$ cat src/cps_defines.vh
`ifndef CPS_DEFINES_VH
`define CPS_DEFINES_VH
// ----------------------------------------
// register byte addresses
// ----------------------------------------
`define CPS_ADDR_STAT   12'h044
`define CPS_ADDR_TDC    12'h048
`define CPS_ADDR_IFLAG  12'h050
`define CPS_ADDR_IEN    12'h054
`define CPS_ADDR_ILS    12'h058
`define CPS_ADDR_ILE    12'h05c
`define CPS_ADDR_CTRL   12'h060
// ----------------------------------------
// error codes
// ----------------------------------------
`define CPS_EC_NONE     3'h0
`define CPS_EC_STUFF    3'h1
`define CPS_EC_FORM     3'h2
`define CPS_EC_ACK      3'h3
`define CPS_EC_BIT1     3'h4
`define CPS_EC_BIT0     3'h5
`define CPS_EC_CRC      3'h6
`define CPS_EC_NOCHG    3'h7
// ----------------------------------------
// activity codes
// ----------------------------------------
`define CPS_ACT_SYNC    2'h0
`define CPS_ACT_IDLE    2'h1
`define CPS_ACT_RX      2'h2
`define CPS_ACT_TX      2'h3
// ----------------------------------------
// status field positions
// ----------------------------------------
`define CPS_ST_DEC_LSB  8
`define CPS_ST_BO       7
`define CPS_ST_EW       6
`define CPS_ST_EP       5
`define CPS_ST_ACT_LSB  3
`define CPS_TDC_OFF_LSB 8
// ----------------------------------------
// interrupt flag bits
// ----------------------------------------
`define CPS_IF_ARA      29
`define CPS_IF_PED      28
`define CPS_IF_PEA      27
`define CPS_IF_WDI      26
`define CPS_IF_BO       25
`define CPS_IF_EW       24
`define CPS_IF_EP       23
`define CPS_IF_ELO      22
`define CPS_IF_BEU      21
`define CPS_IF_BEC      20
`define CPS_IF_DRX      19
`define CPS_IF_TOO      18
`define CPS_IF_MEMORY_ACCESS_FAILURE_FLAG     17
`define CPS_IF_MASK     32'h3ffe_0000
// ----------------------------------------
// control bits and limits
// ----------------------------------------
`define CPS_CTRL_INIT   0
`define CPS_CTRL_RESTR  1
`define CPS_WARN_LIMIT  8'h60
`define CPS_IDLE_SEQS   8'h81
`endif

$ cat src/cps_status_irq.v
// How it works
// - data error code from switched-rate data phase
// - status byte 0 read sets data code 7
// - any status read sets arbitration code 7
// - bus-off, warning at 96, passive status bits
// - activity field encodes node state
// - protocol exception forces synchronizing activity
// - error-free frame clears arbitration code
// - codes 1-3: stuff, form, ack
// - codes 4-6: bit1, bit0, crc
// - recovery eleven-recessive writes bit0 code
// - data phase events go to data field
// - bus-off sets init; 129 idles after clear
// - counters reset after recovery; rec counts idles
// - offset field places secondary sample point
// - filter window active when above offset
// - flags edge-set, write one clears
// - protocol error flags on codes 1-6
// - flags on bus-off, warning, passive change
// - flags for misc events
// - memory bit-error flags; uncorrected sets init
// - receive access failure sets flag
// - transmit access failure: abort, restricted mode
// - flags gated by enable bits
// - line select and line enables
//
// The implementer's own choice: the APB interface to the registers.
`timescale 1ns/10ps
`default_nettype none
`include "cps_defines.vh"
module cps_status_irq #(
  parameter ADDR_W = 12
) (
  // clock and reset
  input  wire              core_clk,
  input  wire              sys_rst,
  // apb slave
  input  wire              psel,
  input  wire              penable,
  input  wire              pwrite,
  input  wire [ADDR_W-1:0] paddr,
  input  wire [31:0]       pwdata,
  input  wire [3:0]        pstrb,
  output wire              pready,
  output reg  [31:0]       prdata,
  output wire              pslverr,
  // protocol engine events
  input  wire              err_valid,
  input  wire [2:0]        err_code,
  input  wire              frame_ok,
  input  wire              in_data_phase,
  input  wire              protocol_exception_event,
  input  wire [1:0]        node_activity,
  input  wire [7:0]        tx_err_count,
  input  wire [6:0]        receive_error_counter,
  input  wire              rx_passive,
  input  wire              bus_off_entry,
  input  wire              recessive_11,
  // other event sources
  input  wire              memory_watchdog_event,
  input  wire              error_log_overflow,
  input  wire              dedicated_buffer_store,
  input  wire              timeout_expired,
  input  wire [1:0]        msg_mem_bit_err,
  input  wire              rx_access_fail,
  input  wire              tx_access_fail,
  input  wire              reserved_access,
  // to protocol engine
  output wire [6:0]        ssp_offset,
  output wire [6:0]        ssp_filter_window,
  output wire              ssp_filter_on,
  output wire              init_active,
  output wire              restricted_operation_bit,
  output reg               recovery_active,
  output reg               err_counters_reset,
  output wire              recovery_count_pulse,
  output wire              tx_abort,
  output wire              rx_store_abort,
  // interrupt lines
  output reg               irq_line0,
  output reg               irq_line1
);
  // ----------------------------------------
  // bus decode
  // ----------------------------------------
  wire acc = psel & penable;
  wire wr  = acc & pwrite;
  wire rd  = acc & ~pwrite;
  reg [31:0] stat_w;
  reg [31:0] tdc_q, iflag_q, ien_q, ils_q, ile_q;
  reg [1:0]  ctrl_q;
  reg [2:0]  arb_code_q, data_code_q;
  reg [7:0]  idle_cnt_q;
  reg        bo_q, ew_q, ep_q;
  reg [1:0]  be_prev_q;
  wire hit_stat = (paddr == `CPS_ADDR_STAT);
  wire hit_ctrl = (paddr == `CPS_ADDR_CTRL);
  wire mapped   = hit_stat | (paddr == `CPS_ADDR_TDC)
                | (paddr == `CPS_ADDR_IFLAG) | (paddr == `CPS_ADDR_IEN)
                | (paddr == `CPS_ADDR_ILS) | (paddr == `CPS_ADDR_ILE)
                | hit_ctrl;
  assign pready  = 1'b1;
  assign pslverr = acc & ~mapped;
  function [31:0] wmerge;
    input [31:0] old;
    input [31:0] nw;
    input [3:0]  st;
    integer i;
    begin
      wmerge = old;
      for (i = 0; i < 4; i = i + 1)
        if (st[i])
          wmerge[i*8 +: 8] = nw[i*8 +: 8];
    end
  endfunction
  function bad_code;
    input [2:0] c;
    begin
      bad_code = (c != `CPS_EC_NONE) && (c != `CPS_EC_NOCHG);
    end
  endfunction
  // ----------------------------------------
  // live status bits
  // ----------------------------------------
  wire warn_now = (tx_err_count >= `CPS_WARN_LIMIT)
                | ({1'b0, receive_error_counter} >= `CPS_WARN_LIMIT);
  wire ep_now = rx_passive | tx_err_count[7];
  wire [1:0] act_now = protocol_exception_event ? `CPS_ACT_SYNC
                     : node_activity;
  // ----------------------------------------
  // bus-off recovery
  // ----------------------------------------
  wire recovering = bo_q & ~ctrl_q[`CPS_CTRL_INIT];
  wire recovery_done = recovering & recessive_11
                     & (idle_cnt_q == `CPS_IDLE_SEQS - 8'h01);
  assign recovery_count_pulse = recovering & recessive_11;
  // bus-off holds until the last counted idle sequence
  wire bo_now = bus_off_entry | bo_q & ~recovery_done;
  always @(posedge core_clk) begin
    if (sys_rst) begin
      bo_q <= 1'b0;
      idle_cnt_q <= 8'h00;
      recovery_active <= 1'b0;
      err_counters_reset <= 1'b0;
    end else begin
      bo_q <= bo_now;
      recovery_active <= recovering;
      err_counters_reset <= recovery_done;
      // init toggling does not restart the count
      if (recovery_done | ~bo_q)
        idle_cnt_q <= 8'h00;
      else if (recovery_count_pulse)
        idle_cnt_q <= idle_cnt_q + 8'h01;
    end
  end
  // ----------------------------------------
  // error codes
  // ----------------------------------------
  wire rd_stat = rd & hit_stat;
  always @(posedge core_clk) begin
    if (sys_rst) begin
      arb_code_q <= `CPS_EC_NOCHG;
      data_code_q <= `CPS_EC_NOCHG;
    end else begin
      if (rd_stat)
        arb_code_q <= `CPS_EC_NOCHG;
      if (rd_stat & pstrb[0])
        data_code_q <= `CPS_EC_NOCHG;
      // engine reports codes 1..6 per the codings; hardware beats read
      if (recovery_count_pulse)
        arb_code_q <= `CPS_EC_BIT0;
      else if (in_data_phase) begin
        if (err_valid)
          data_code_q <= err_code;
        else if (frame_ok)
          data_code_q <= `CPS_EC_NONE;
      end else begin
        if (err_valid)
          arb_code_q <= err_code;
        else if (frame_ok)
          arb_code_q <= `CPS_EC_NONE;
      end
    end
  end
  // ----------------------------------------
  // control: init and restricted mode
  // ----------------------------------------
  wire ctrl_wr = wr & hit_ctrl & pstrb[0];
  always @(posedge core_clk) begin
    if (sys_rst) begin
      ctrl_q <= 2'b01;
    end else begin
      if (ctrl_wr)
        ctrl_q <= pwdata[1:0];
      if (bus_off_entry | msg_mem_bit_err[1])
        ctrl_q[`CPS_CTRL_INIT] <= 1'b1;
      if (tx_access_fail)
        ctrl_q[`CPS_CTRL_RESTR] <= 1'b1;
    end
  end
  assign init_active = ctrl_q[`CPS_CTRL_INIT];
  assign restricted_operation_bit = ctrl_q[`CPS_CTRL_RESTR];
  assign tx_abort = tx_access_fail;
  // put index and new data stay put when this is high
  assign rx_store_abort = rx_access_fail;
  // ----------------------------------------
  // delay compensation config
  // ----------------------------------------
  assign ssp_offset = tdc_q[`CPS_TDC_OFF_LSB +: 7];
  assign ssp_filter_window = tdc_q[6:0];
  assign ssp_filter_on = (ssp_filter_window > ssp_offset);
  // ----------------------------------------
  // interrupt flags
  // ----------------------------------------
  reg [31:0] ev;
  always @* begin
    ev = 32'h0000_0000;
    ev[`CPS_IF_ARA]  = reserved_access | pslverr;
    ev[`CPS_IF_PED]  = in_data_phase & err_valid & bad_code(err_code);
    ev[`CPS_IF_PEA]  = ~in_data_phase & err_valid & bad_code(err_code);
    ev[`CPS_IF_WDI]  = memory_watchdog_event;
    ev[`CPS_IF_BO]   = bo_now ^ bo_q;
    ev[`CPS_IF_EW]   = warn_now ^ ew_q;
    ev[`CPS_IF_EP]   = ep_now ^ ep_q;
    ev[`CPS_IF_ELO]  = error_log_overflow;
    ev[`CPS_IF_BEU]  = msg_mem_bit_err[1] & ~be_prev_q[1];
    ev[`CPS_IF_BEC]  = msg_mem_bit_err[0] & ~be_prev_q[0];
    ev[`CPS_IF_DRX]  = dedicated_buffer_store;
    ev[`CPS_IF_TOO]  = timeout_expired;
    ev[`CPS_IF_MEMORY_ACCESS_FAILURE_FLAG] = rx_access_fail | tx_access_fail;
  end
  wire [31:0] clr = (wr && paddr == `CPS_ADDR_IFLAG)
                  ? wmerge(32'h0000_0000, pwdata, pstrb) : 32'h0000_0000;
  always @(posedge core_clk) begin
    if (sys_rst) begin
      iflag_q <= 32'h0000_0000;
      ew_q <= 1'b0;
      ep_q <= 1'b0;
      be_prev_q <= 2'b00;
    end else begin
      // a new event beats a clear in the same cycle
      iflag_q <= ((iflag_q & ~clr) | ev) & `CPS_IF_MASK;
      ew_q <= warn_now;
      ep_q <= ep_now;
      be_prev_q <= msg_mem_bit_err;
    end
  end
  // ----------------------------------------
  // config registers
  // ----------------------------------------
  always @(posedge core_clk) begin
    if (sys_rst) begin
      tdc_q <= 32'h0000_0000;
      ien_q <= 32'h0000_0000;
      ils_q <= 32'h0000_0000;
      ile_q <= 32'h0000_0000;
    end else if (wr) begin
      case (paddr)
        `CPS_ADDR_TDC:
          tdc_q <= wmerge(tdc_q, pwdata, pstrb) & 32'h0000_7f7f;
        `CPS_ADDR_IEN:
          ien_q <= wmerge(ien_q, pwdata, pstrb) & `CPS_IF_MASK;
        `CPS_ADDR_ILS:
          ils_q <= wmerge(ils_q, pwdata, pstrb) & `CPS_IF_MASK;
        `CPS_ADDR_ILE:
          ile_q <= wmerge(ile_q, pwdata, pstrb) & 32'h0000_0003;
        default: ;
      endcase
    end
  end
  // ----------------------------------------
  // interrupt lines
  // ----------------------------------------
  wire [31:0] pend = iflag_q & ien_q;
  always @(posedge core_clk) begin
    if (sys_rst) begin
      irq_line0 <= 1'b0;
      irq_line1 <= 1'b0;
    end else begin
      irq_line0 <= ile_q[0] & |(pend & ~ils_q);
      irq_line1 <= ile_q[1] & |(pend & ils_q);
    end
  end
  // ----------------------------------------
  // read data
  // ----------------------------------------
  always @* begin
    stat_w = 32'h0000_0000;
    stat_w[2:0] = arb_code_q;
    stat_w[`CPS_ST_ACT_LSB +: 2] = act_now;
    stat_w[`CPS_ST_EP] = ep_q;
    stat_w[`CPS_ST_EW] = ew_q;
    stat_w[`CPS_ST_BO] = bo_q;
    stat_w[`CPS_ST_DEC_LSB +: 3] = data_code_q;
    case (paddr)
      `CPS_ADDR_STAT:  prdata = stat_w;
      `CPS_ADDR_TDC:   prdata = tdc_q;
      `CPS_ADDR_IFLAG: prdata = iflag_q;
      `CPS_ADDR_IEN:   prdata = ien_q;
      `CPS_ADDR_ILS:   prdata = ils_q;
      `CPS_ADDR_ILE:   prdata = ile_q;
      `CPS_ADDR_CTRL:  prdata = {30'h0000_0000, ctrl_q};
      default:         prdata = 32'h0000_0000;
    endcase
  end
endmodule // cps_status_irq
`default_nettype wire

$ cat config.mk
export PLATFORM = sky130hd
export DESIGN_NAME = cps_status_irq
export DESIGN_NICKNAME = d
export VERILOG_FILES = /design/src/cps_status_irq.v
export VERILOG_INCLUDE_DIRS = /design/src
export SDC_FILE = /design/constraint.sdc
export NUM_CORES = 1
export LEC_CHECK = 0
export BUFFER_PORTS_ARGS = -buffer_cell sky130_fd_sc_hd__buf_2
export CORE_UTILIZATION = 45
export DETAILED_ROUTE_END_ITERATION = 10
export PLACE_DENSITY = 0.76
export SLEW_MARGIN = 5
export SYNTH_ARGS = -nofsm -noshare
export SYNTH_HDL_FRONTEND = slang
export SYNTH_SLANG_ARGS = --single-unit
$ cat constraint.sdc
create_clock -name core_clk -period 2.8 [get_ports core_clk]
set_clock_uncertainty 0.2 [all_clocks]
set_input_delay 0.56 -clock core_clk [delete_from_list [all_inputs] [get_ports core_clk]]
set_output_delay 0.56 -clock core_clk [all_outputs]
set_load 0.1 [all_outputs]
### Word level (Yosys, flattened, before mapping)

Cells that the tools add are included.

* mux-type cells: 19
* reductions and logical operators: 16
* bitwise gates (word level): 51
* add/subtract/negate cells: 1
* equal/unequal tests: 9
* $lt $le $gt $ge: 3

Operators by type and width (number)
* case mux 30 bit (7 select lines): 1
* equality test 12 x 7 -> 1 bit (second input constant): 7
* OR reduction 32 bit: 2
* bitwise AND 30 bit: 2
* bitwise AND 32 x 30 -> 32 bit: 1
* bitwise AND 32 bit: 1
* inverter 30 -> 32 bit: 1
* two-way mux 30 bit: 1
* inverter 30 bit: 1
* bitwise OR 30 bit: 1
* two-way mux 3 bit: 9
* two-way mux 8 bit: 3
* AND reduction 3 bit: 7
* bitwise AND 1 bit: 20
* bitwise OR 1 bit: 13
* adder 8 x 1 -> 8 bit (second input constant): 1
* equality test 8 bit (second input constant): 1
* >= comparator 8 x 7 -> 1 bit (second input constant): 1
* inverter 1 bit: 8
* >= comparator 7 bit (second input constant): 1
* > comparator 7 bit: 1
* two-way mux 2 bit: 3
* two-way mux 6 bit: 1
* OR reduction 2 bit: 3
* 6 further kinds: 9

* flip-flop bits (word level): 80
* output and inout port bits: 58
* input port bits: 89
* word-level logic and storage cells: 121

### Longest topological paths before layout

Gate-level depths: netlist (run 1).

* depth after elaboration: 11
* gate-level depth with buffers: 7

### Worst setup path after synthesis (run 1)

No wires, ideal clock.

* path type: input to output
* from: input port paddr[1]
* to: output port prdata[0]
* stages on the path: 4
* required time: 2040 ps
* path buffers: 1
* data arrival time: 3667 ps
* slack: -1627 ps
* cell sequence: or4b_1 > buf_4 > or2_4 > o21ai_0

* cells in the longest elaborated chain, start to end: 2

Ends and longest elaborated chain
* from (decl): line cps_status_irq.v:41 `input wire [ADDR_W-1:0] paddr,`
* equality test 12 x 7 -> 1 bit: line cps_status_irq.v:295 `case (paddr)`
* case mux 30 bit (7 select lines) *: line cps_status_irq.v:295
* to (decl): line cps_status_irq.v:45 `output reg [31:0] prdata,`

Every way passes the cells marked *; elsewhere a longest branch is shown, timed or not.

### Worst setup path in the final report (run 1)

* from: input port paddr[9]
* to: output port prdata[24]

The elaborated chain is that of the path after synthesis.

==> load_flow_metrics.sql, run 1 <==
INSERT INTO impl_metrics (metric_group, metric, value, unit) VALUES
('outcome', 'status', 'finished, violations left', ''),
('outcome', 'failing_checks', 'setup timing', ''),
('power_and_ir_drop', 'p_int', '1.76', 'mW'),
('floorplan', 'die_area', '9440', 'um^2'),
('yosys', 'yosysTopAreaCellShare', '39.3', '%'),
('yosys', 'synthesis.instances', '465', ''),
('power_and_ir_drop', 'leakagePower', '2.64', 'nW'),
('critical_path', 'worst-endpoint-required', '2.04', 'ns'),
('power_and_ir_drop', 'p_clk_share', '38.9', '%'),
('detailed_routing', 'drt_iter0_markers', '263', ''),
('cells_and_area', 'area.growth.synth_to_final', '48.8', '%'),
('timing', 'finalMaxSlewViolations', '0', ''),
('global_route', 'gr-max-usage-layer', 'met2', ''),
('detailed_routing', 'detail_route.vias_per_cell', '5.76', ''),
('critical_path', 'crit_chain', 'buf_6 -> or4_4 -> nor4b_4 -> buf_6 -> clkbuf_16 -> a222oi_1 -> inv_2 -> buf_12', ''),
('floorplan', 'die_height', '97.2', 'um'),
('timing', 'max_slew.worst_pin.slew', '0.610', 'ns'),
('clock_tree', 'ctsHtreeMaxLevel', '3', ''),
('global_route', 'grt_use_met3', '5.32', '%'),
('yosys', 'async_reset_ff_share', '0', '%'),
('clock_tree', 'clock_sink_count', '80', ''),
('timing', 'setup_viol', '28', ''),
('timing', 'grt_setup_unrepaired', 'yes', ''),
('critical_path', 'startpoint_type', 'primary input', ''),
('global_route', 'grtUsageMet1', '30.3', '%'),
('power_and_ir_drop', 'power.density', '390', 'nW/um^2'),
('detailed_routing', 'drc_errors', '0', ''),
('cells_and_area', 'post_route_cells_drive_above_1_share', '39.5', '%'),
('floorplan', 'initial_utilization', '46.5', '%'),
('hold_path', 'worstHoldPathType', 'primary input to flop', ''),
('power_and_ir_drop', 'ir_worst_vdd', '245', 'uV'),
('detailed_routing', 'wire_per_inst', '17.3', 'um'),
('global_route', 'grt_remaining_overflow', '0', ''),
('yosys', 'yosys.cell_types.count', '55', ''),
('yosys', 'synth_largest_area_cell', 'sky130_fd_sc_hd__dfxtp_1', ''),
('yosys', 'synth.area.top_cells', 'sky130_fd_sc_hd__dfxtp_1 39%, sky130_fd_sc_hd__mux2i_1 11%, sky130_fd_sc_hd__nor2_1 6.8%', ''),
('power_and_ir_drop', 'switching_share', '25.8', '%'),
('critical_path', 'slowest_stage_cell_on_the_critical_path', 'sky130_fd_sc_hd__or4_4', ''),
('critical_path', 'critical-path-max-stage-delay', '0.64', 'ns'),
('critical_path', 'worst-setup-path-type', 'primary input to primary output', ''),
('yosys', 'postSynthAreaPerCell', '8.77', 'um^2'),
('place', 'dp.final_hpwl', '9.23', 'mm'),
('detailed_routing', 'route.antenna.remaining_nets', '0', ''),
('critical_path', 'reg2reg_setup_slack', '0.99', 'ns'),
('critical_path', 'critical_path.n_buffers_inverters', '5', ''),
('detailed_routing', 'drt-pass1-iter-count', '5', ''),
('clock_tree', 'cts-root-to-sink-buffers', '2', ''),
('timing', 'fin_ws', '-0.255', 'ns'),
('power_and_ir_drop', 'netSwitchingPower', '0.609', 'mW'),
('critical_path', 'worstPathMaxFanout', '6', ''),
('global_route', 'grt_antenna_before_repair', '1', ''),
('detailed_routing', 'vias', '4242', ''),
('timing', 'finalHoldViolations', '0', ''),
('timing', 'slew-limit-headroom', '59.3', '%'),
('yosys', 'ys_ff_latch', '80', ''),
('floorplan', 'core', '8760', 'um^2'),
('yosys', 'sequential_fraction_of_the_synthesis_area', '39.3', '%'),
('place', 'preCtsSetupSlack', '-0.370', 'ns'),
('clock_tree', 'cts_tree', 'done', ''),
('cells_and_area', 'design.final.nets', '722', ''),
('floorplan', 'dieWidth', '97.2', 'um'),
('floorplan', 'rows', '34', ''),
('power_and_ir_drop', 'seqPwrFrac', '50.3', '%'),
('clock_tree', 'cts.reportedPaths.clkPinSlew', '0.07', 'ns'),
('global_route', 'grtUsageTotal', '26.4', '%'),
('global_route', 'first_global_vias', '4104', ''),
('clock_tree', 'clock_tree.root_cell', 'sky130_fd_sc_hd__clkbuf_8', ''),
('job', 'max_cap_violations', '0', ''),
('floorplan', 'top_level_ports', '147', ''),
('power_and_ir_drop', 'combPwrFrac', '10.8', '%'),
('critical_path', 'critical-path-top-cell-by-count', 'sky130_fd_sc_hd__buf_6', '');
layer usage:
layer,vias to the layer above,routed length [um]
li1,1972,-
met1,2010,4930
met2,230,6440
met3,30,971
met4,0,399
met5,-,0
cell families after synthesis:
group | share of synthesized area, %
muxes | 10.8
DFF | 39.3
and+or+nand+nor | 24.7
adders and majority gates | 2.76
AOI/OAI and AO/OA | 13.6
xor gates and xnor gates | 1.93
buffers and inverters | 6.75
other | 0.184
worst register-to-register path, cell delays in order (launching register included):
cell	delay, ns
sky130_fd_sc_hd__dfxtp_1	0.38
sky130_fd_sc_hd__nand3b_1	0.29
sky130_fd_sc_hd__inv_2	0.22
sky130_fd_sc_hd__nand3_1	0.20
sky130_fd_sc_hd__nand3_1	0.31
sky130_fd_sc_hd__nor2_1	0.09
synth_stat cells (8+ instances only):
cell type / count
sky130_fd_sc_hd__dfxtp_1: 80
sky130_fd_sc_hd__nor2_1: 74
sky130_fd_sc_hd__mux2i_1: 44
sky130_fd_sc_hd__inv_1: 28
sky130_fd_sc_hd__nand2_1: 28
sky130_fd_sc_hd__nand3_1: 19
sky130_fd_sc_hd__a21oi_1: 16
sky130_fd_sc_hd__a222oi_1: 13
sky130_fd_sc_hd__and3_1: 13
sky130_fd_sc_hd__buf_4: 13
sky130_fd_sc_hd__nand4_1: 12
sky130_fd_sc_hd__clkbuf_1: 10
sky130_fd_sc_hd__ha_1: 9
sky130_fd_sc_hd__o22ai_1: 9
sky130_fd_sc_hd__a22o_1: 8
layout by cell type, fill, tap and decap left out, types with 10 or more instances in the layout:
master,n
sky130_fd_sc_hd__dfxtp_1,67
sky130_fd_sc_hd__and3_1,13
sky130_fd_sc_hd__a222oi_1,13
sky130_fd_sc_hd__a21oi_1,15
sky130_fd_sc_hd__buf_6,10
sky130_fd_sc_hd__nand4_1,12
sky130_fd_sc_hd__nor2_1,74
sky130_fd_sc_hd__nand2_1,28
sky130_fd_sc_hd__dfxtp_2,13
sky130_fd_sc_hd__buf_12,37
sky130_fd_sc_hd__inv_1,15
sky130_fd_sc_hd__inv_2,14
sky130_fd_sc_hd__mux2i_1,44
sky130_fd_sc_hd__nand3_1,19
sky130_fd_sc_hd__buf_4,30
sky130_fd_sc_hd__buf_2,92
registers in the layout, summed over array words and instances (netlist names):
signal              count
recovery_active         1
irq_line1               1
ils_q                  13
bo_q                    1
idle_cnt_q              8
irq_line0               1
data_code_q             3
arb_code_q              3
ep_q                    1
ien_q                  13
iflag_q                13
ew_q                    1
be_prev_q               2
ile_q                   2
tdc_q                  14
err_counters_reset      1
ctrl_q                  2
final timing paths:
| check | from | endpoint | cells after the start |
|---|---|---|---|
| max | paddr[9] | prdata[24] | 8 |
| min | timeout_expired | iflag_q[18]$_SDFF_PP0_ | 3 |
| max reg2reg | ctrl_q[0]$_SDFFE_PP1P_ | idle_cnt_q[6]$_SDFFE_PP0P_ | 5 |
| min reg2reg | be_prev_q[0]$_SDFF_PP0_ | iflag_q[20]$_SDFF_PP0_ | 2 |
power by group through the flow:
stage / Clock, mW / Combinational [mW] / Sequential, mW
2_1_floorplan: 0 / 0.134 / 1.22
3_3_place_gp: 0 / 0.234 / 1.21
3_5_place_dp: 0 / 0.240 / 1.21
4_1_cts: 0.936 / 0.249 / 1.19
5_1_grt: 0.997 / 0.272 / 1.19
6_report: 0.921 / 0.255 / 1.19
cell type report:
| class | count | area [um^2] | share of cell area [%] |
|---|---|---|---|
| Inverter | 29 | 109 | 1.79 |
| Antenna cell | 1 | 2.50 | 0.0413 |
| Clock inverter | 5 | 82.6 | 1.36 |
| Timing Repair Buffer | 172 | 1600 | 26.4 |
| Tap cell | 108 | 135 | 2.23 |
| Sequential cell | 80 | 1620 | 26.7 |
| Multi-Input combinational cell | 332 | 2390 | 39.3 |
| Clock buffer | 10 | 128 | 2.10 |
repair_timing:
item | 4_1_cts | 5_1_grt
resized for setup | 16 | 5
endpoints found under the setup margin | 29 | 29
gates cloned | 0 | 2
hold buffers | 0 | 0
setup buffers | 4 | 4
pin swaps | 14 | 9
through the flow:
step                hold WS (ns)  setup TNS, ns  util, %  area [um^2]  cells
detailed placement         0.286          -8.92     64.2         5630    711
global route               0.214          -7.44     69.2         6060    737
CTS                        0.207          -6.00     67.8         5950    730
floorplan                  0.240          -7.24        -         4250    468
finish                     0.211          -6.37     69.2         6060    737
global placement           0.272          -7.70     64.2         5630    711
Power figures use the tool's default switching activity.
==> inputs of run 2 (changes only) <==
--- a/config.mk
+++ b/config.mk
@@ -10,6 +10,7 @@
 export CORE_UTILIZATION = 45
 export DETAILED_ROUTE_END_ITERATION = 10
 export PLACE_DENSITY = 0.76
+export SKIP_CTS_REPAIR_TIMING = 1
 export SLEW_MARGIN = 5
 export SYNTH_ARGS = -nofsm -noshare
 export SYNTH_HDL_FRONTEND = slang
==> run 2 against run 1 <==
  * Final cell count decreased by 1.1%
  * Sequential share of layout area increased by 0.46 points
  * Sequential cell count unchanged
  * Power about the same
  * Non-clock buffer count is 7 lower
  * Register-to-register slack hardly changed
  * The run still ends with setup timing left
  * Maximum frequency decreased by 1.5%
  * Critical path type unchanged
  * Cell area shrank 1.7%
  * Hold slack worse by 0.0040 ns
  * Setup slack worse by 0.046 ns
==> load_flow_metrics.sql, run 2 (same netlist as run 1, synthesis figures left out) <==
INSERT INTO impl_metrics (metric_group, metric, value, unit) VALUES
('power_and_ir_drop', 'report.power.total', '2.37', 'mW'),
('timing', 'period_share', '111', '%'),
('global_route', 'grt_antenna_before_repair', '0', ''),
('timing', 'finalHoldViolations', '0', ''),
('timing', 'fmax', '0.322', 'GHz'),
('place', 'placedInstanceArea', '5630', 'um^2'),
('critical_path', 'critical-path-max-stage-delay', '0.54', 'ns'),
('clock_tree', 'clock_tree.root_cell', 'sky130_fd_sc_hd__clkbuf_8', ''),
('power_and_ir_drop', 'leakagePower', '2.58', 'nW'),
('power_and_ir_drop', 'seqPwrFrac', '50.3', '%'),
('detailed_routing', 'routed_wl', '12.5', 'mm'),
('power_and_ir_drop', 'netSwitchingPower', '0.611', 'mW'),
('timing', 'period_needed', '3.10', 'ns'),
('job', 'max_cap_violations', '0', ''),
('cells_and_area', 'final_common_cell', 'sky130_fd_sc_hd__buf_2', ''),
('power_and_ir_drop', 'switching_share', '25.8', '%'),
('place', 'placed_cells', '711', ''),
('clock_tree', 'cts.reportedPaths.clkPinSlew', '0.08', 'ns'),
('clock_tree', 'numCtsBuffers', '9', ''),
('critical_path', 'critPathCaptureType', 'primary output', ''),
('hold_path', 'worst_hold_startpoint', 'dedicated_buffer_store', ''),
('global_route', 'maximum_number_of_pins_on_one_net_before_global_route_repair', '57', ''),
('cells_and_area', 'final_cell_area', '5960', 'um^2'),
('cells_and_area', 'top_library_cells_by_usage_in_the_layout_fill_and_taps_aside', '93 x sky130_fd_sc_hd__buf_2, 72 x sky130_fd_sc_hd__nor2_1, 67 x sky130_fd_sc_hd__dfxtp_1', ''),
('floorplan', 'top_level_ports', '147', ''),
('critical_path', 'crit_family', 'simple AND/OR/NAND/NOR gates', ''),
('global_route', 'grt_pass1_wl', '19.5', 'mm'),
('detailed_routing', 'vias', '4117', ''),
('place', 'dp.final_hpwl', '9.23', 'mm'),
('cells_and_area', 'area.growth.synth_to_final', '46.3', '%'),
('power_and_ir_drop', 'p_int', '1.76', 'mW'),
('global_route', 'grt_use_met2', '45.7', '%'),
('critical_path', 'worst-endpoint-required', '2.04', 'ns'),
('power_and_ir_drop', 'combPwrFrac', '10.8', '%'),
('detailed_routing', 'wire_per_inst', '17.1', 'um'),
('clock_tree', 'clk_latency', '0.36', 'ns'),
('global_route', 'first_global_vias', '4079', ''),
('outcome', 'failing_checks', 'setup timing', ''),
('power_and_ir_drop', 'p_clk_share', '39.0', '%'),
('critical_path', 'worst-r2r-cell-count', '5', ''),
('cells_and_area', 'antenna-diode-count', '0', ''),
('clock_tree', 'ctsHtreeMaxLevel', '3', ''),
('global_route', 'grtUsageTotal', '26.0', '%'),
('critical_path', 'slowest_stage_cell_on_the_critical_path', 'sky130_fd_sc_hd__or4b_4', ''),
('detailed_routing', 'drt-pass1-iter-count', '6', ''),
('critical_path', 'critical_path.n_buffers_inverters', '4', ''),
('critical_path', 'startpoint_type', 'primary input', ''),
('global_route', 'grtUsageMet1', '30.3', '%'),
('timing', 'fin_ws', '-0.301', 'ns'),
('hold_path', 'min_delay_worst_endpoint', 'iflag_q[19]$_SDFF_PP0_', ''),
('cells_and_area', 'top_reg_by_flops', 'tdc_q', ''),
('detailed_routing', 'drt_iter0_markers', '281', ''),
('cells_and_area', 'largest_register_ff_count', '14', ''),
('timing', 'finalMaxSlewViolations', '0', ''),
('floorplan', 'rows', '34', ''),
('critical_path', 'critical-path-top-cell-by-count', 'sky130_fd_sc_hd__buf_12', ''),
('place', 'preCtsSetupSlack', '-0.370', 'ns'),
('critical_path', 'timing.rr.end', 'idle_cnt_q[6]$_SDFFE_PP0P_', ''),
('critical_path', 'worst-setup-path-type', 'primary input to primary output', ''),
('cells_and_area', 'design.final.nets', '715', ''),
('critical_path', 'timing.rr.start', 'ctrl_q[0]$_SDFFE_PP1P_', ''),
('power_and_ir_drop', 'power.density', '397', 'nW/um^2'),
('floorplan', 'die_area', '9440', 'um^2'),
('timing', 'max_slew.worst_pin.slew', '0.593', 'ns'),
('cells_and_area', 'post_route_cells_drive_above_1_share', '39.1', '%'),
('clock_tree', 'clock_sink_count', '80', ''),
('place', 'numPortBuffers', '126', ''),
('floorplan', 'initial_utilization', '46.5', '%'),
('global_route', 'gr-max-usage-layer', 'met2', ''),
('cells_and_area', 'final_cell_count_no_fill', '729', ''),
('global_route', 'grt_remaining_overflow', '0', ''),
('detailed_routing', 'detail_route.vias_per_cell', '5.65', ''),
('floorplan', 'core', '8760', 'um^2'),
('clock_tree', 'cts_tree', 'done', ''),
('place', 'gp_congestion', '0.900', ''),
('floorplan', 'die_height', '97.2', 'um'),
('outcome', 'status', 'finished, violations left', ''),
('detailed_routing', 'drc_errors', '0', ''),
('power_and_ir_drop', 'ir_worst_vdd', '246', 'uV'),
('detailed_routing', 'route.antenna.remaining_nets', '0', ''),
('timing', 'slew-limit-headroom', '60.4', '%'),
('critical_path', 'crit_chain', 'buf_6 -> or4b_4 -> buf_12 -> or2_4 -> nor4_2 -> buf_4 -> a22o_4 -> buf_12', ''),
('hold_path', 'worstHoldPathType', 'primary input to flop', ''),
('critical_path', 'critical_path_at', '2.34', 'ns'),
('global_route', 'grt_use_met3', '4.75', '%'),
('critical_path', 'reg2reg_setup_slack', '0.99', 'ns'),
('hold_path', 'min_delay_path_depth', '3', ''),
('timing', 'grt_setup_unrepaired', 'yes', ''),
('timing', 'setup_viol', '28', ''),
('floorplan', 'dieWidth', '97.2', 'um'),
('clock_tree', 'cts-root-to-sink-buffers', '2', ''),
('critical_path', 'worstPathMaxFanout', '8', '');
[run 2: cell types whose count changed in the layout (fill, tap and decap cells not counted), moves of 2 or more]
cell,before,now
sky130_fd_sc_hd__buf_6,10,8
sky130_fd_sc_hd__clkbuf_16,2,0
sky130_fd_sc_hd__buf_4,30,27
sky130_fd_sc_hd__nor2_2,0,2
sky130_fd_sc_hd__nor2_1,74,72
[run 2: cell type report]
class                      instances  area, um^2
multi-input combinational        332        2390
timing repair buffer             165        1500
tap                              108         135
inverter                          29         109
clock buffer                      10         128
clock inverter                     5        82.6
sequential                        80        1620
fill                             689        2800
[run 2: routing by layer]
metal  wire, um  part of all wire, %
met1       5010                   40
met2       6330                   51
met5          0                    0
met4        301                  2.4
met3        842                  6.7
[run 2: power by group through the flow]
stage	Sequential (mW)	Combinational, mW	Clock [mW]
after detailed placement	1.21	0.240	0
after floorplan	1.22	0.134	0
after global routing	1.19	0.272	0.999
after global placement	1.21	0.234	0
after CTS	1.19	0.243	0.936
final	1.19	0.255	0.922
[run 2: how the worst max path moves through the flow]
stage | depth (start not counted) | end | startpoint
floorplan | 6 | prdata[18] | paddr[9]
global placement | 8 | prdata[4] | paddr[1]
detailed placement | 8 | prdata[4] | paddr[1]
CTS | 8 | prdata[4] | paddr[1]
global route | 8 | prdata[4] | paddr[7]
finish | 8 | prdata[4] | paddr[7]
[run 2: through the flow]
step	hold slack, ns	setup TNS [ns]	util [%]
6_report	0.207	-5.94	68.0
5_1_grt	0.198	-7.19	68.0
4_1_cts	0.207	-7.43	66.6
3_5_place_dp	0.286	-8.92	64.2
3_3_place_gp	0.272	-7.70	64.2
2_1_floorplan	0.240	-7.24	-
[run 2: worst reg2reg max path, stage by stage, from the launching register on]
cell and delay, ns:
sky130_fd_sc_hd__dfxtp_1 0.38, sky130_fd_sc_hd__nand3b_1 0.29, sky130_fd_sc_hd__inv_2 0.22, sky130_fd_sc_hd__nand3_1 0.21
sky130_fd_sc_hd__nand3_1 0.31, sky130_fd_sc_hd__nor2_1 0.09
==> inputs of run 3 (changes only) <==
--- a/config.mk
+++ b/config.mk
@@ -6,10 +6,10 @@
 export SDC_FILE = /design/constraint.sdc
 export NUM_CORES = 1
 export LEC_CHECK = 0
-export BUFFER_PORTS_ARGS = -buffer_cell sky130_fd_sc_hd__buf_2
-export CORE_UTILIZATION = 45
+export CORE_UTILIZATION = 55
 export DETAILED_ROUTE_END_ITERATION = 10
-export PLACE_DENSITY = 0.76
+export DONT_BUFFER_PORTS = 1
+export PLACE_DENSITY = 0.73
 export SKIP_CTS_REPAIR_TIMING = 1
 export SLEW_MARGIN = 5
 export SYNTH_ARGS = -nofsm -noshare
==> run 3 against run 2 <==
  * The flow still finishes with violations (setup timing)
  * Critical path depth fell by 2
  * Non-clock buffer count fell by 95
  * Clock power fell by 20%
  * Hold slack got worse by 0.14 ns
  * Cell area fell by 13%
  * First-iteration DRC count fell by 18%
  * Largest cell class unchanged
  * Register-to-register slack improved by 0.02 ns
==> load_flow_metrics.sql, run 3 (same netlist as run 1, synthesis figures left out) <==
INSERT INTO impl_metrics (metric_group, metric, value, unit) VALUES
('outcome', 'status', 'finished, violations left', ''),
('outcome', 'failing_checks', 'setup timing', ''),
('place', 'gp_congestion', '0.827', ''),
('clock_tree', 'cts-root-to-sink-buffers', '2', ''),
('cells_and_area', 'final_common_cell', 'sky130_fd_sc_hd__nor2_1', ''),
('timing', 'period_needed', '2.98', 'ns'),
('global_route', 'grt_antenna_before_repair', '0', ''),
('power_and_ir_drop', 'switching_share', '25.9', '%'),
('job', 'max_cap_violations', '0', ''),
('critical_path', 'worstPathMaxFanout', '8', ''),
('cells_and_area', 'area.growth.synth_to_final', '27.4', '%'),
('timing', 'slew-limit-headroom', '44.4', '%'),
('cells_and_area', 'largest_register_ff_count', '14', ''),
('power_and_ir_drop', 'ir_worst_vdd', '324', 'uV'),
('floorplan', 'rows', '31', ''),
('critical_path', 'worst-setup-path-type', 'primary input to primary output', ''),
('power_and_ir_drop', 'seqPwrFrac', '57.6', '%'),
('detailed_routing', 'drt-pass1-iter-count', '7', ''),
('cells_and_area', 'post_route_cells_drive_above_1_share', '26.9', '%'),
('place', 'dp.final_hpwl', '8.21', 'mm'),
('cells_and_area', 'top_library_cells_by_usage_in_the_layout_fill_and_taps_aside', '74 x sky130_fd_sc_hd__nor2_1, 67 x sky130_fd_sc_hd__dfxtp_1, 44 x sky130_fd_sc_hd__mux2i_1', ''),
('global_route', 'maximum_number_of_pins_on_one_net_before_global_route_repair', '68', ''),
('timing', 'fin_ws', '-0.184', 'ns'),
('critical_path', 'critical_path_at', '2.22', 'ns'),
('clock_tree', 'clock_tree.root_cell', 'sky130_fd_sc_hd__clkbuf_8', ''),
('timing', 'setup-tns-final', '-3.42', 'ns'),
('timing', 'timing.hold.ws', '0.0714', 'ns'),
('global_route', 'grtUsageTotal', '28.6', '%'),
('power_and_ir_drop', 'p_clk_share', '35.9', '%'),
('power_and_ir_drop', 'netSwitchingPower', '0.533', 'mW'),
('cells_and_area', 'antenna-diode-count', '0', ''),
('floorplan', 'initial_utilization', '56.5', '%'),
('hold_path', 'worstHoldPathType', 'primary input to flop', ''),
('clock_tree', 'cts.reportedPaths.clkPinSlew', '0.08', 'ns'),
('clock_tree', 'numCtsBuffers', '9', ''),
('detailed_routing', 'drt_iter0_markers', '230', ''),
('detailed_routing', 'detail_route.vias_per_cell', '6.01', ''),
('detailed_routing', 'vias', '3763', ''),
('critical_path', 'critical-path-max-stage-delay', '0.53', 'ns'),
('cells_and_area', 'top_reg_by_flops', 'tdc_q', ''),
('timing', 'grt_setup_unrepaired', 'yes', ''),
('critical_path', 'critical_path.n_buffers_inverters', '2', ''),
('timing', 'fmax', '0.335', 'GHz'),
('detailed_routing', 'routed_wl', '10.9', 'mm'),
('critical_path', 'worst-endpoint-required', '2.04', 'ns'),
('power_and_ir_drop', 'leakagePower', '2.11', 'nW'),
('power_and_ir_drop', 'power.density', '397', 'nW/um^2'),
('cells_and_area', 'design.final.nets', '620', ''),
('timing', 'finalHoldViolations', '0', ''),
('power_and_ir_drop', 'report.power.total', '2.06', 'mW'),
('cells_and_area', 'final_core_util', '72.0', '%'),
('clock_tree', 'clk_latency', '0.35', 'ns'),
('floorplan', 'die_area', '7760', 'um^2'),
('place', 'numPortBuffers', '0', ''),
('timing', 'setup_viol', '28', ''),
('global_route', 'grt_remaining_overflow', '0', ''),
('power_and_ir_drop', 'combPwrFrac', '6.5', '%'),
('floorplan', 'core', '7210', 'um^2'),
('critical_path', 'startpoint_type', 'primary input', ''),
('timing', 'max_slew.worst_pin.slew', '0.822', 'ns'),
('clock_tree', 'ctsHtreeMaxLevel', '3', ''),
('cells_and_area', 'final_cell_count_no_fill', '626', ''),
('place', 'placed_cells', '606', ''),
('floorplan', 'dieWidth', '88.1', 'um'),
('global_route', 'grt_pass1_wl', '16.9', 'mm'),
('detailed_routing', 'wire_per_inst', '17.4', 'um'),
('timing', 'period_share', '107', '%'),
('detailed_routing', 'drc_errors', '0', ''),
('critical_path', 'crit_family', 'simple AND/OR/NAND/NOR gates', ''),
('global_route', 'first_global_vias', '3579', ''),
('clock_tree', 'cts_tree', 'done', ''),
('power_and_ir_drop', 'p_int', '1.53', 'mW'),
('timing', 'finalMaxSlewViolations', '0', ''),
('critical_path', 'critPathCaptureType', 'primary output', ''),
('floorplan', 'top_level_ports', '147', ''),
('floorplan', 'die_height', '88.1', 'um'),
('critical_path', 'crit_chain', 'or4b_4 -> buf_8 -> or2_4 -> nor4_4 -> buf_4 -> a22o_4', ''),
('detailed_routing', 'route.antenna.remaining_nets', '0', ''),
('critical_path', 'slowest_stage_cell_on_the_critical_path', 'sky130_fd_sc_hd__or4b_4', ''),
('clock_tree', 'clock_sink_count', '80', '');
==> run 3: worst reg2reg max path, delay by kind of cell (launching register included) <==
kind,cells,cell delay (ns)
buf+inv,1,0.25
flops,1,0.42
simple gates,4,0.81
==> run 3: cell type report <==
type / instances / area, um^2
Timing Repair Buffer: 70 / 815
Sequential cell: 80 / 1620
Tap cell: 99 / 124
Clock inverter: 5 / 31.3
Multi-Input combinational cell: 332 / 2360
Clock buffer: 11 / 131
Fill cell: 560 / 2020
Inverter: 29 / 109
==> run 3: metal layers <==
metal / vias up / GRT usage, % / share of wire, %
li1: 1772 / - / -
met1: 1779 / 33.2 / 39
met2: 184 / 48.1 / 50
met3: 28 / 7.35 / 7.8
met4: 0 / 16.0 / 3.0
met5: - / 0 / 0
==> run 3: worst paths after layout <==
| check | start | endpoint | slack (ns) | cells after the start |
|---|---|---|---|---|
| worst max-delay path | paddr[1] | prdata[3] | -0.18 | 6 |
| worst min-delay path | sys_rst | tdc_q[3]$_SDFFE_PP0P_ | 0.07 | 1 |
| worst max register to register | bo_q$_SDFF_PP0_ | idle_cnt_q[5]$_SDFFE_PP0P_ | 1.01 | 5 |
| worst min register to register | be_prev_q[1]$_SDFF_PP0_ | iflag_q[21]$_SDFF_PP0_ | 0.29 | 2 |
==> run 3: power groups by stage <==
stage	sequential, mW	combinational (mW)	clock (mW)
floorplan	1.22	0.134	0
global placement	1.21	0.125	0
detailed placement	1.21	0.128	0
CTS	1.19	0.129	0.749
global route	1.19	0.143	0.793
finish	1.19	0.134	0.740
==> run 3: stage by stage <==
stage                     worst slack [ns]  area [um^2]
final                               -0.184         5190
after global routing                -0.215         5190
after CTS                           -0.292         5110
after detailed placement            -0.266         4950
after global placement              -0.293         4950
after floorplan                     -0.332         4250
